===== src/hw/trace_trigger_pkg.sv =====
package trace_trigger_pkg;
    // clock and time base
    localparam int unsigned CLK_PERIOD_PS     = 8000;
    localparam int unsigned TIME_BASE_US      = 500;
    localparam int unsigned TIME_BASE_CYCLES  = (TIME_BASE_US * 1000 * 1000) / CLK_PERIOD_PS;

    // register byte offsets
    localparam logic [7:0] OFS_SPECIAL_FUNC   = 8'h00;
    localparam logic [7:0] OFS_SOURCE_SEL     = 8'h04;
    localparam logic [7:0] OFS_COMPARE_VAL    = 8'h08;
    localparam logic [7:0] OFS_CONDITION_SEL  = 8'h0c;
    localparam logic [7:0] OFS_SAMPLE_MULT    = 8'h10;
    localparam logic [7:0] OFS_PRETRIG_PCT    = 8'h14;
    localparam logic [7:0] OFS_CONTROL        = 8'h18;
    localparam logic [7:0] OFS_STATUS         = 8'h1c;

    // reset values
    localparam logic [1:0]  RST_SPECIAL_FUNC  = 2'h0;
    localparam logic [9:0]  RST_SOURCE_SEL    = 10'h000;
    localparam logic [15:0] RST_COMPARE_VAL   = 16'h0000;
    localparam logic [4:0]  RST_CONDITION_SEL = 5'h04;
    localparam logic [13:0] RST_SAMPLE_MULT   = 14'h0004;
    localparam logic [6:0]  RST_PRETRIG_PCT   = 7'h32;

    // limits
    localparam logic [9:0]  MAX_SOURCE_SEL    = 10'h3e7;
    localparam logic [4:0]  MAX_CONDITION_SEL = 5'h15;
    localparam logic [13:0] MIN_SAMPLE_MULT   = 14'h0001;
    localparam logic [13:0] MAX_SAMPLE_MULT   = 14'h270f;
    localparam logic [6:0]  MAX_PRETRIG_PCT   = 7'h64;

    // special function codes that enable tracing
    localparam logic [1:0]  SF_TRACE          = 2'h2;
    localparam logic [1:0]  SF_TRACE_PID      = 2'h3;

    // source codes: no source, and the two that carry status words
    localparam logic [9:0]  SRC_NONE          = 10'h000;
    localparam logic [9:0]  SRC_DIN_STATUS    = 10'h00b;
    localparam logic [9:0]  SRC_DOUT_STATUS   = 10'h00c;

    // trigger conditions
    localparam logic [4:0]  COND_EQ           = 5'h00;
    localparam logic [4:0]  COND_NE           = 5'h01;
    localparam logic [4:0]  COND_GT           = 5'h02;
    localparam logic [4:0]  COND_LT           = 5'h03;
    localparam logic [4:0]  COND_FAULT        = 5'h04;
    localparam logic [4:0]  COND_BIT0         = 5'h05;
    localparam logic [4:0]  COND_BIT15        = 5'h14;
    localparam logic [4:0]  COND_FORCE        = 5'h15;

    // control and status bits
    localparam int unsigned CTL_ARM_BIT       = 0;
    localparam int unsigned STS_ARMED_BIT     = 0;
    localparam int unsigned STS_TRIG_BIT      = 1;

    typedef enum logic [1:0] {
        ST_IDLE  = 2'b00,
        ST_ARMED = 2'b01,
        ST_FIRED = 2'b10
    } trig_state_t;
endpackage


===== src/hw/trace_tick_gen.sv =====
`timescale 1ns/100ps
module trace_tick_gen #(
    parameter int unsigned BASE_CYCLES = trace_trigger_pkg::TIME_BASE_CYCLES
) (
    // clock and reset
    input  wire logic        aclk,
    input  wire logic        aresetn,
    // control
    input  wire logic        run,
    input  wire logic [13:0] multiplier,
    // tick out
    output logic             sample_tick
);
    // refused at elaboration: the base counter is 16 bits wide
    if (BASE_CYCLES < 2 || BASE_CYCLES > 65536) begin : g_bad_base
        $error("trace_tick_gen: BASE_CYCLES out of range");
    end

    typedef struct packed {
        logic [15:0] base_cnt;
        logic [13:0] mult_cnt;
        logic        tick;
    } tick_state_t;

    tick_state_t st_r;
    tick_state_t st_nxt;

    localparam logic [15:0] BASE_LAST = 16'(BASE_CYCLES - 1);

    always_comb begin
        st_nxt      = st_r;
        st_nxt.tick = 1'b0;
        if (!run) begin
            st_nxt.base_cnt = 16'h0000;
            st_nxt.mult_cnt = 14'h0000;
        end else if (st_r.base_cnt == BASE_LAST) begin
            st_nxt.base_cnt = 16'h0000;
            // a period change takes hold at the next base edge
            if (st_r.mult_cnt + 14'h0001 >= multiplier) begin
                st_nxt.mult_cnt = 14'h0000;
                st_nxt.tick     = 1'b1;
            end else begin
                st_nxt.mult_cnt = st_r.mult_cnt + 14'h0001;
            end
        end else begin
            st_nxt.base_cnt = st_r.base_cnt + 16'h0001;
        end
    end

    always_ff @(posedge aclk) begin
        if (!aresetn) begin
            st_r <= '0;
        end else begin
            st_r <= st_nxt;
        end
    end

    assign sample_tick = st_r.tick;

    a_tick_base_spacing: assert property (@(posedge aclk) disable iff (!aresetn)
        st_r.tick |-> $past(st_r.base_cnt) == BASE_LAST)
        else $error("sample tick off the time base edge");
endmodule


===== src/hw/trace_trigger_sampler.sv =====
`timescale 1ns/100ps
module trace_trigger_sampler #(
    parameter int unsigned BASE_CYCLES = trace_trigger_pkg::TIME_BASE_CYCLES
) (
    // clock and reset
    input  wire logic        aclk,
    input  wire logic        aresetn,
    // axi4-lite write address
    input  wire logic [7:0]  s_axi_awaddr,
    input  wire logic        s_axi_awvalid,
    output logic             s_axi_awready,
    // axi4-lite write data
    input  wire logic [31:0] s_axi_wdata,
    input  wire logic [3:0]  s_axi_wstrb,
    input  wire logic        s_axi_wvalid,
    output logic             s_axi_wready,
    // axi4-lite write response
    output logic [1:0]       s_axi_bresp,
    output logic             s_axi_bvalid,
    input  wire logic        s_axi_bready,
    // axi4-lite read address
    input  wire logic [7:0]  s_axi_araddr,
    input  wire logic        s_axi_arvalid,
    output logic             s_axi_arready,
    // axi4-lite read data
    output logic [31:0]      s_axi_rdata,
    output logic [1:0]       s_axi_rresp,
    output logic             s_axi_rvalid,
    input  wire logic        s_axi_rready,
    // process quantities
    input  wire logic [15:0] source_value,
    input  wire logic        fault_active,
    // source select to the quantity mux
    output logic [9:0]       source_select,
    // trace recorder side
    output logic             trace_enable,
    output logic             sample_tick,
    output logic             trigger_event,
    output logic             triggered,
    output logic [6:0]       pretrigger_percent
);
    typedef struct packed {
        logic [1:0]                    special_function_select;
        logic [9:0]                    trigger_source_select;
        logic [15:0]                   trigger_compare_value;
        logic [4:0]                    trigger_condition_select;
        logic [13:0]                   sample_period_multiplier;
        logic [6:0]                    pretrigger_percent;
        trace_trigger_pkg::trig_state_t state;
        logic                          trig_pulse;
        logic                          aw_held;
        logic [7:0]                    aw_addr;
        logic                          w_held;
        logic [31:0]                   w_data;
        logic [3:0]                    w_strb;
        logic                          bvalid;
        logic [1:0]                    bresp;
        logic                          rvalid;
        logic [31:0]                   rdata;
        logic [1:0]                    rresp;
    } top_state_t;

    top_state_t st_r;
    top_state_t st_nxt;

    logic tracing;
    logic tick;
    logic cond_true;
    logic [3:0] bit_idx;
    logic [15:0] wmask;
    logic [15:0] wval;

    assign tracing = (st_r.special_function_select == trace_trigger_pkg::SF_TRACE) ||
                     (st_r.special_function_select == trace_trigger_pkg::SF_TRACE_PID);

    trace_tick_gen #(
        .BASE_CYCLES (BASE_CYCLES)
    ) u_tick (
        .aclk        (aclk),
        .aresetn     (aresetn),
        .run         (tracing),
        .multiplier  (st_r.sample_period_multiplier),
        .sample_tick (tick)
    );

    // condition evaluation
    always_comb begin
        bit_idx   = 4'(st_r.trigger_condition_select - trace_trigger_pkg::COND_BIT0);
        cond_true = 1'b0;
        case (st_r.trigger_condition_select)
            trace_trigger_pkg::COND_EQ: begin
                cond_true = $signed(source_value) == $signed(st_r.trigger_compare_value);
            end
            trace_trigger_pkg::COND_NE: begin
                cond_true = $signed(source_value) != $signed(st_r.trigger_compare_value);
            end
            trace_trigger_pkg::COND_GT: begin
                cond_true = $signed(source_value) > $signed(st_r.trigger_compare_value);
            end
            trace_trigger_pkg::COND_LT: begin
                cond_true = $signed(source_value) < $signed(st_r.trigger_compare_value);
            end
            trace_trigger_pkg::COND_FAULT: begin
                cond_true = fault_active;
            end
            trace_trigger_pkg::COND_FORCE: begin
                cond_true = 1'b1;
            end
            default: begin
                // bit tests only make sense on the status word sources
                if (st_r.trigger_condition_select <= trace_trigger_pkg::COND_BIT15 &&
                    (st_r.trigger_source_select == trace_trigger_pkg::SRC_DIN_STATUS ||
                     st_r.trigger_source_select == trace_trigger_pkg::SRC_DOUT_STATUS)) begin
                    cond_true = source_value[bit_idx];
                end
            end
        endcase
        // no source means nothing to compare; fault and force still apply
        if (st_r.trigger_source_select == trace_trigger_pkg::SRC_NONE &&
            st_r.trigger_condition_select != trace_trigger_pkg::COND_FAULT &&
            st_r.trigger_condition_select != trace_trigger_pkg::COND_FORCE) begin
            cond_true = 1'b0;
        end
    end

    always_comb begin
        wmask = {{8{st_r.w_strb[1]}}, {8{st_r.w_strb[0]}}};
        wval  = st_r.w_data[15:0];
        st_nxt = st_r;
        st_nxt.trig_pulse = 1'b0;

        // trigger state machine
        case (st_r.state)
            trace_trigger_pkg::ST_IDLE: begin
                if (tracing) begin
                    st_nxt.state = trace_trigger_pkg::ST_ARMED;
                end
            end
            trace_trigger_pkg::ST_ARMED: begin
                if (!tracing) begin
                    st_nxt.state = trace_trigger_pkg::ST_IDLE;
                end else if (tick && cond_true) begin
                    st_nxt.state      = trace_trigger_pkg::ST_FIRED;
                    st_nxt.trig_pulse = 1'b1;
                end
            end
            trace_trigger_pkg::ST_FIRED: begin
                if (!tracing) begin
                    st_nxt.state = trace_trigger_pkg::ST_IDLE;
                end
            end
            default: begin
                st_nxt.state = trace_trigger_pkg::ST_IDLE;
            end
        endcase

        // write channel capture
        if (s_axi_awvalid && !st_r.aw_held) begin
            st_nxt.aw_held = 1'b1;
            st_nxt.aw_addr = s_axi_awaddr;
        end
        if (s_axi_wvalid && !st_r.w_held) begin
            st_nxt.w_held = 1'b1;
            st_nxt.w_data = s_axi_wdata;
            st_nxt.w_strb = s_axi_wstrb;
        end

        if (st_r.aw_held && st_r.w_held && !st_r.bvalid) begin
            st_nxt.aw_held = 1'b0;
            st_nxt.w_held  = 1'b0;
            st_nxt.bvalid  = 1'b1;
            st_nxt.bresp   = 2'h0;
            // out-of-range values are refused with slverr, register kept
            case (st_r.aw_addr)
                trace_trigger_pkg::OFS_SPECIAL_FUNC: begin
                    if (st_r.w_strb[0]) st_nxt.special_function_select = wval[1:0];
                end
                trace_trigger_pkg::OFS_SOURCE_SEL: begin
                    if (wval > 16'(trace_trigger_pkg::MAX_SOURCE_SEL)) st_nxt.bresp = 2'h2;
                    else st_nxt.trigger_source_select = (wval[9:0] & wmask[9:0]) |
                                                        (st_r.trigger_source_select & ~wmask[9:0]);
                end
                trace_trigger_pkg::OFS_COMPARE_VAL: begin
                    st_nxt.trigger_compare_value = (wval & wmask) | (st_r.trigger_compare_value & ~wmask);
                end
                trace_trigger_pkg::OFS_CONDITION_SEL: begin
                    if (wval > 16'(trace_trigger_pkg::MAX_CONDITION_SEL)) st_nxt.bresp = 2'h2;
                    else if (st_r.w_strb[0]) st_nxt.trigger_condition_select = wval[4:0];
                end
                trace_trigger_pkg::OFS_SAMPLE_MULT: begin
                    if (wval < 16'(trace_trigger_pkg::MIN_SAMPLE_MULT) ||
                        wval > 16'(trace_trigger_pkg::MAX_SAMPLE_MULT)) st_nxt.bresp = 2'h2;
                    else st_nxt.sample_period_multiplier = (wval[13:0] & wmask[13:0]) |
                                                          (st_r.sample_period_multiplier & ~wmask[13:0]);
                end
                trace_trigger_pkg::OFS_PRETRIG_PCT: begin
                    if (wval > 16'(trace_trigger_pkg::MAX_PRETRIG_PCT)) st_nxt.bresp = 2'h2;
                    else if (st_r.w_strb[0]) st_nxt.pretrigger_percent = wval[6:0];
                end
                trace_trigger_pkg::OFS_CONTROL: begin
                    // rearm only once fired, so a rearm never swallows a fire in the same cycle
                    if (st_r.w_strb[0] && wval[trace_trigger_pkg::CTL_ARM_BIT] && tracing &&
                        st_r.state == trace_trigger_pkg::ST_FIRED) begin
                        st_nxt.state = trace_trigger_pkg::ST_ARMED;
                    end
                end
                default: begin
                    st_nxt.bresp = 2'h2;
                end
            endcase
        end
        if (st_r.bvalid && s_axi_bready) begin
            st_nxt.bvalid = 1'b0;
        end

        // read channel
        if (s_axi_arvalid && !st_r.rvalid) begin
            st_nxt.rvalid = 1'b1;
            st_nxt.rresp  = 2'h0;
            st_nxt.rdata  = 32'h0000_0000;
            case (s_axi_araddr)
                trace_trigger_pkg::OFS_SPECIAL_FUNC:  st_nxt.rdata[1:0]  = st_r.special_function_select;
                trace_trigger_pkg::OFS_SOURCE_SEL:    st_nxt.rdata[9:0]  = st_r.trigger_source_select;
                trace_trigger_pkg::OFS_COMPARE_VAL:   st_nxt.rdata[15:0] = st_r.trigger_compare_value;
                trace_trigger_pkg::OFS_CONDITION_SEL: st_nxt.rdata[4:0]  = st_r.trigger_condition_select;
                trace_trigger_pkg::OFS_SAMPLE_MULT:   st_nxt.rdata[13:0] = st_r.sample_period_multiplier;
                trace_trigger_pkg::OFS_PRETRIG_PCT:   st_nxt.rdata[6:0]  = st_r.pretrigger_percent;
                trace_trigger_pkg::OFS_CONTROL:       st_nxt.rdata       = 32'h0000_0000;
                trace_trigger_pkg::OFS_STATUS: begin
                    st_nxt.rdata[trace_trigger_pkg::STS_ARMED_BIT] = st_r.state == trace_trigger_pkg::ST_ARMED;
                    st_nxt.rdata[trace_trigger_pkg::STS_TRIG_BIT]  = st_r.state == trace_trigger_pkg::ST_FIRED;
                end
                default: st_nxt.rresp = 2'h2;
            endcase
        end
        if (st_r.rvalid && s_axi_rready) begin
            st_nxt.rvalid = 1'b0;
        end
    end

    always_ff @(posedge aclk) begin
        if (!aresetn) begin
            st_r <= '0;
            st_r.special_function_select  <= trace_trigger_pkg::RST_SPECIAL_FUNC;
            st_r.trigger_source_select    <= trace_trigger_pkg::RST_SOURCE_SEL;
            st_r.trigger_compare_value    <= trace_trigger_pkg::RST_COMPARE_VAL;
            st_r.trigger_condition_select <= trace_trigger_pkg::RST_CONDITION_SEL;
            st_r.sample_period_multiplier <= trace_trigger_pkg::RST_SAMPLE_MULT;
            st_r.pretrigger_percent       <= trace_trigger_pkg::RST_PRETRIG_PCT;
            st_r.state                    <= trace_trigger_pkg::ST_IDLE;
        end else begin
            st_r <= st_nxt;
        end
    end

    assign s_axi_awready      = !st_r.aw_held;
    assign s_axi_wready       = !st_r.w_held;
    assign s_axi_bvalid       = st_r.bvalid;
    assign s_axi_bresp        = st_r.bresp;
    assign s_axi_arready      = !st_r.rvalid;
    assign s_axi_rvalid       = st_r.rvalid;
    assign s_axi_rdata        = st_r.rdata;
    assign s_axi_rresp        = st_r.rresp;
    assign source_select      = st_r.trigger_source_select;
    assign trace_enable       = tracing;
    assign sample_tick        = tick;
    assign trigger_event      = st_r.trig_pulse;
    assign triggered          = st_r.state == trace_trigger_pkg::ST_FIRED;
    assign pretrigger_percent = st_r.pretrigger_percent;

    a_trig_on_tick: assert property (@(posedge aclk) disable iff (!aresetn)
        trigger_event |-> $past(tick) && $past(cond_true))
        else $error("trigger without tick and true condition");
    a_trig_needs_trace: assert property (@(posedge aclk) disable iff (!aresetn)
        trigger_event |-> $past(tracing))
        else $error("trigger while tracing disabled");
    a_fire_latches: assert property (@(posedge aclk) disable iff (!aresetn)
        (st_r.state == trace_trigger_pkg::ST_ARMED && tracing && tick && cond_true) |=> triggered && trigger_event)
        else $error("true condition did not fire");
    a_single_event: assert property (@(posedge aclk) disable iff (!aresetn)
        trigger_event |=> !trigger_event)
        else $error("trigger pulse longer than one cycle");
    a_force_cond: assert property (@(posedge aclk) disable iff (!aresetn)
        (st_r.trigger_condition_select == trace_trigger_pkg::COND_FORCE) |-> cond_true)
        else $error("force condition not true");
    a_none_source: assert property (@(posedge aclk) disable iff (!aresetn)
        (st_r.trigger_source_select == trace_trigger_pkg::SRC_NONE &&
         st_r.trigger_condition_select < trace_trigger_pkg::COND_FAULT) |-> !cond_true)
        else $error("compare true with no source");
    a_eq_compare: assert property (@(posedge aclk) disable iff (!aresetn)
        (st_r.trigger_condition_select == trace_trigger_pkg::COND_EQ &&
         st_r.trigger_source_select != trace_trigger_pkg::SRC_NONE) |->
        cond_true == (source_value == st_r.trigger_compare_value))
        else $error("equal compare wrong");
    a_bit_test: assert property (@(posedge aclk) disable iff (!aresetn)
        (st_r.trigger_source_select == trace_trigger_pkg::SRC_DIN_STATUS &&
         st_r.trigger_condition_select == trace_trigger_pkg::COND_BIT0) |-> cond_true == source_value[0])
        else $error("bit test wrong");
    a_pct_range: assert property (@(posedge aclk) disable iff (!aresetn)
        pretrigger_percent <= trace_trigger_pkg::MAX_PRETRIG_PCT)
        else $error("pretrigger percent out of range");

    c_fire: cover property (@(posedge aclk) disable iff (!aresetn) trigger_event);
    c_tick: cover property (@(posedge aclk) disable iff (!aresetn) tick ##1 !tick);
    c_write: cover property (@(posedge aclk) disable iff (!aresetn) s_axi_bvalid && s_axi_bready);
    c_read: cover property (@(posedge aclk) disable iff (!aresetn) s_axi_rvalid && s_axi_rready);
endmodule


===== config.mk =====
export PLATFORM = sky130hd
export DESIGN_NAME = trace_trigger_sampler
export DESIGN_NICKNAME = d
export VERILOG_FILES = /design/src/hw/trace_trigger_pkg.sv /design/src/hw/trace_tick_gen.sv /design/src/hw/trace_trigger_sampler.sv
export SDC_FILE = /design/constraint.sdc
export NUM_CORES = 1
export LEC_CHECK = 0
export BUFFER_PORTS_ARGS = -buffer_cell sky130_fd_sc_hd__buf_2
export CAP_MARGIN = 10
export CORE_ASPECT_RATIO = 2
export CORE_UTILIZATION = 61
export DETAILED_ROUTE_END_ITERATION = 16
export PLACE_DENSITY = 0.82
export SYNTH_ARGS = -nofsm -noshare
export SYNTH_HDL_FRONTEND = slang
export SYNTH_SLANG_ARGS = --single-unit

===== constraint.sdc =====
create_clock -name aclk -period 9.1 [get_ports aclk]
set_clock_uncertainty 0.05 [all_clocks]
set_input_delay 0.91 -clock aclk [delete_from_list [all_inputs] [get_ports aclk]]
set_output_delay 0.91 -clock aclk [all_outputs]
set_load 0.01 [all_outputs]

==> impl_metrics.yaml <==
status:
  outcome: "completed"
sta:
  rsz0062_at_grt: "no"
  min_period_ps: 3780
  final_max_slew_viol_count: 0
  report.final.setup_viol: 0
  final.setup.tns_ps: 0
  max_freq_ghz: 0.264
  post-route-period-util_pct: 41.6
  hold_viol: 0
  fin_ws_ps: 5320
  slew-limit-headroom_pct: 14.7
  tightest_slew_ps: 1280
critical_path:
  crit_start: "u_tick.st_r[1]"
  cp_num_cells: 12
  cp_cell_sequence: "ha_1 -> inv_1 -> nor2_1 -> nand3_1 -> o31a_1 -> or2_2 -> ha_1 -> nand4_1 -> o41ai_1 -> nor3_1 -> clkbuf_4 -> a22o_1"
  cp_slowest_cell: "o41ai_1"
  cp-end-kind: "flip-flop"
  crit_top_cell: "ha_1"
  cp_data_required_time_ps: 9360
  worstSetupEndpoint: "u_tick.st_r[2]"
  cp.arrival_ps: 4040
  timing.rr.end: "u_tick.st_r[2]"
  crit_type: "reg2reg"
  max_stage_delay_ps: 750
  worst-r2r-cell-count: 12
  cp_max_fo: 10
  timing.rr.start: "u_tick.st_r[1]"
  ff2ff_setup_slack_ps: 5320
  startpoint_type: "flip-flop"
  cp_top_family: "compound AO/OA/AOI/OAI gates"
  critPathBufInv: 2
synth:
  synthArstFlopShare_pct: 0
  syn_inst: 886
  yosysSeqAreaShare_pct: 35.6
  synth_area_um2: 7650
  ys_types: 69
  avgSynthCellArea_um2: 8.64
  synth_flop_cell: "dfxtp_1"
  ys_ff_latch: 136
  synth_edf_count: 0
  yosysWarningCount: 0
clock_tree:
  clock_latency_ps: 420
  cts_tree: "done"
  ctsResizeCount: 0
  ctsRootBufferMaster: "clkbuf_16"
  hold_buffers: 0
  clockBufferDepth: 2
  clkTransAtPathRegs_ps: 60
  cts_sinks: 136
  cts_setup_buffers: 0
  numCtsBuffers: 17
  cts_max_level: 4
power_and_ir_drop:
  power_uw: 1400
  power_density_nw_per_um2: 166
  peakVddDrop_v: 0.000128
  p_leak_uw: 0.00358
die:
  die_x_um: 81.2
  die_h_um: 160
  coreArea_um2: 12200
  rows: 57
  die_area_um2: 13000
  pin_count: 138
  start_util_pct: 62.8
routing:
  firstDrtPassIters: 5
  wl_per_cell_um: 17.9
  drt_wl_total_mm: 19.5
  drc: 0
  ant_nets: 0
  vias: 6490
  via_per_inst: 5.95
  drt_first_iter_violations: 564
flow_run:
  max_cap_viol_count: 0
grt:
  overflow: 0
  grtUsageMet3_pct: 6.53
  grt_max_degree: 105
  grt_antenna_before_repair: 0
  grt-busiest-layer: "met2"
  grt_pass1_wl_mm: 30.5
  met1_usage_pct: 29.9
  use_met2_pct: 55.3
  grt_pass1_vias: 6289
  grt_util_all_layers_pct: 31.1
finish:
  area_delta_synth_final_pct: 10.2
  final_cells: 1090
  fin_util_pct: 69.1
  n_antenna_cell: 0
  final_nets: 1043
  final_layout_size_suffix_gt1_share_pct: 17.5
placed_design:
  place.gp.congestion: 0.896
  numPortBuffers: 101
  placedCellCount: 1057
  pre_cts_ws_ps: 5040
  dp_hpwl_mm: 14.4
worst_hold_path:
  hold_path_class: "reg2reg"
[metrics by stage]
step	hold slack [ps]	instance area [µm²]
6_report	409	8430
5_1_grt	444	8430
4_1_cts	414	8430
3_5_place_dp	400	7850
3_3_place_gp	395	7850
2_1_floorplan	380	7720
[layout by cell type, fill, tap and decap left out, types with 8 or more instances in the layout]
cell type and instances:
buf_2 101, or2_2 9, dfxtp_1 136, a21oi_1 16, clkbuf_16 17, inv_1 42
o21ai_0 22, a222oi_1 8, nand3_1 44, ha_1 37, mux2i_1 58, nor2b_1 63
nand2_1 108, nor3_1 15, xnor2_1 8, nor2_1 52, a21boi_0 30, conb_1 18
xor2_1 16, nand4_1 8, nor4_1 8
[metal layers]
layer / vias to the layer above / wire length [µm]
met1: 3023 / 6800
li1: 3103 / -
met5: - / 0
met2: 267 / 10300
met3: 97 / 958
met4: 0 / 1390
[worst min-delay path by stage]
stage                          startpoint              end  slack [ps]  cells after the start
after floorplan           u_tick.st_r[15]  u_tick.st_r[15]         380                      1
after global placement    u_tick.st_r[15]  u_tick.st_r[15]         390                      1
after detailed placement  u_tick.st_r[15]  u_tick.st_r[15]         400                      1
after CTS                 u_tick.st_r[15]  u_tick.st_r[15]         410                      1
after global routing      s_axi_rdata[14]  s_axi_rdata[14]         440                      2
final                     u_tick.st_r[15]  u_tick.st_r[15]         410                      1
[worst register-to-register path, stage by stage (launching register included)]
cell      delay (ps)
dfxtp_1          430
ha_1             250
inv_1             80
nor2_1           180
nand3_1          240
o31a_1           350
or2_2            300
ha_1             290
nand4_1          140
o41ai_1          750
nor3_1           190
clkbuf_4         240
a22o_1           190
[power breakdown]
part	total [µW]	leakage, µW	internal [µW]	switching [µW]
Combinational	103	0.00221	43.5	59.8
Sequential	624	0.00110	607	17.0
Clock	670	0.000272	390	280
Total	1400	0.00358	1040	357
[cells in the mapped netlist (15+ instances only)]
library cell	count	area, µm²
nor2b_1	63	394
nor2_1	52	195
buf_4	53	398
nor3_1	15	75.1
dfxtp_1	136	2720
a21boi_0	30	225
mux2i_1	58	581
o21ai_0	22	110
inv_1	42	158
clkbuf_1	34	128
nand3_1	44	220
a21oi_1	16	80.1
nand2_1	108	405
xor2_1	16	140
ha_1	37	463
[area by class of cell]
cell class / count / area [µm²]
Clock buffer: 18 / 439
Clock inverter: 14 / 141
Fill cell: 996 / 3760
Inverter: 42 / 158
Multi-Input combinational cell: 628 / 4250
Sequential cell: 136 / 2720
Tap cell: 147 / 184
Timing Repair Buffer: 105 / 536
[logic make-up after synthesis]
kind of cell               share of synthesized area, %
DFF                                                35.6
muxes                                              9.55
AOI/OAI and AO/OA                                  12.2
buffers and inverters                              9.71
xor gates and xnor gates                           2.75
adders and majority gates                          6.05
other                                            0.0490
and+or+nand+nor                                    24.2
Note: power is estimated with default switching activity, not from simulation.
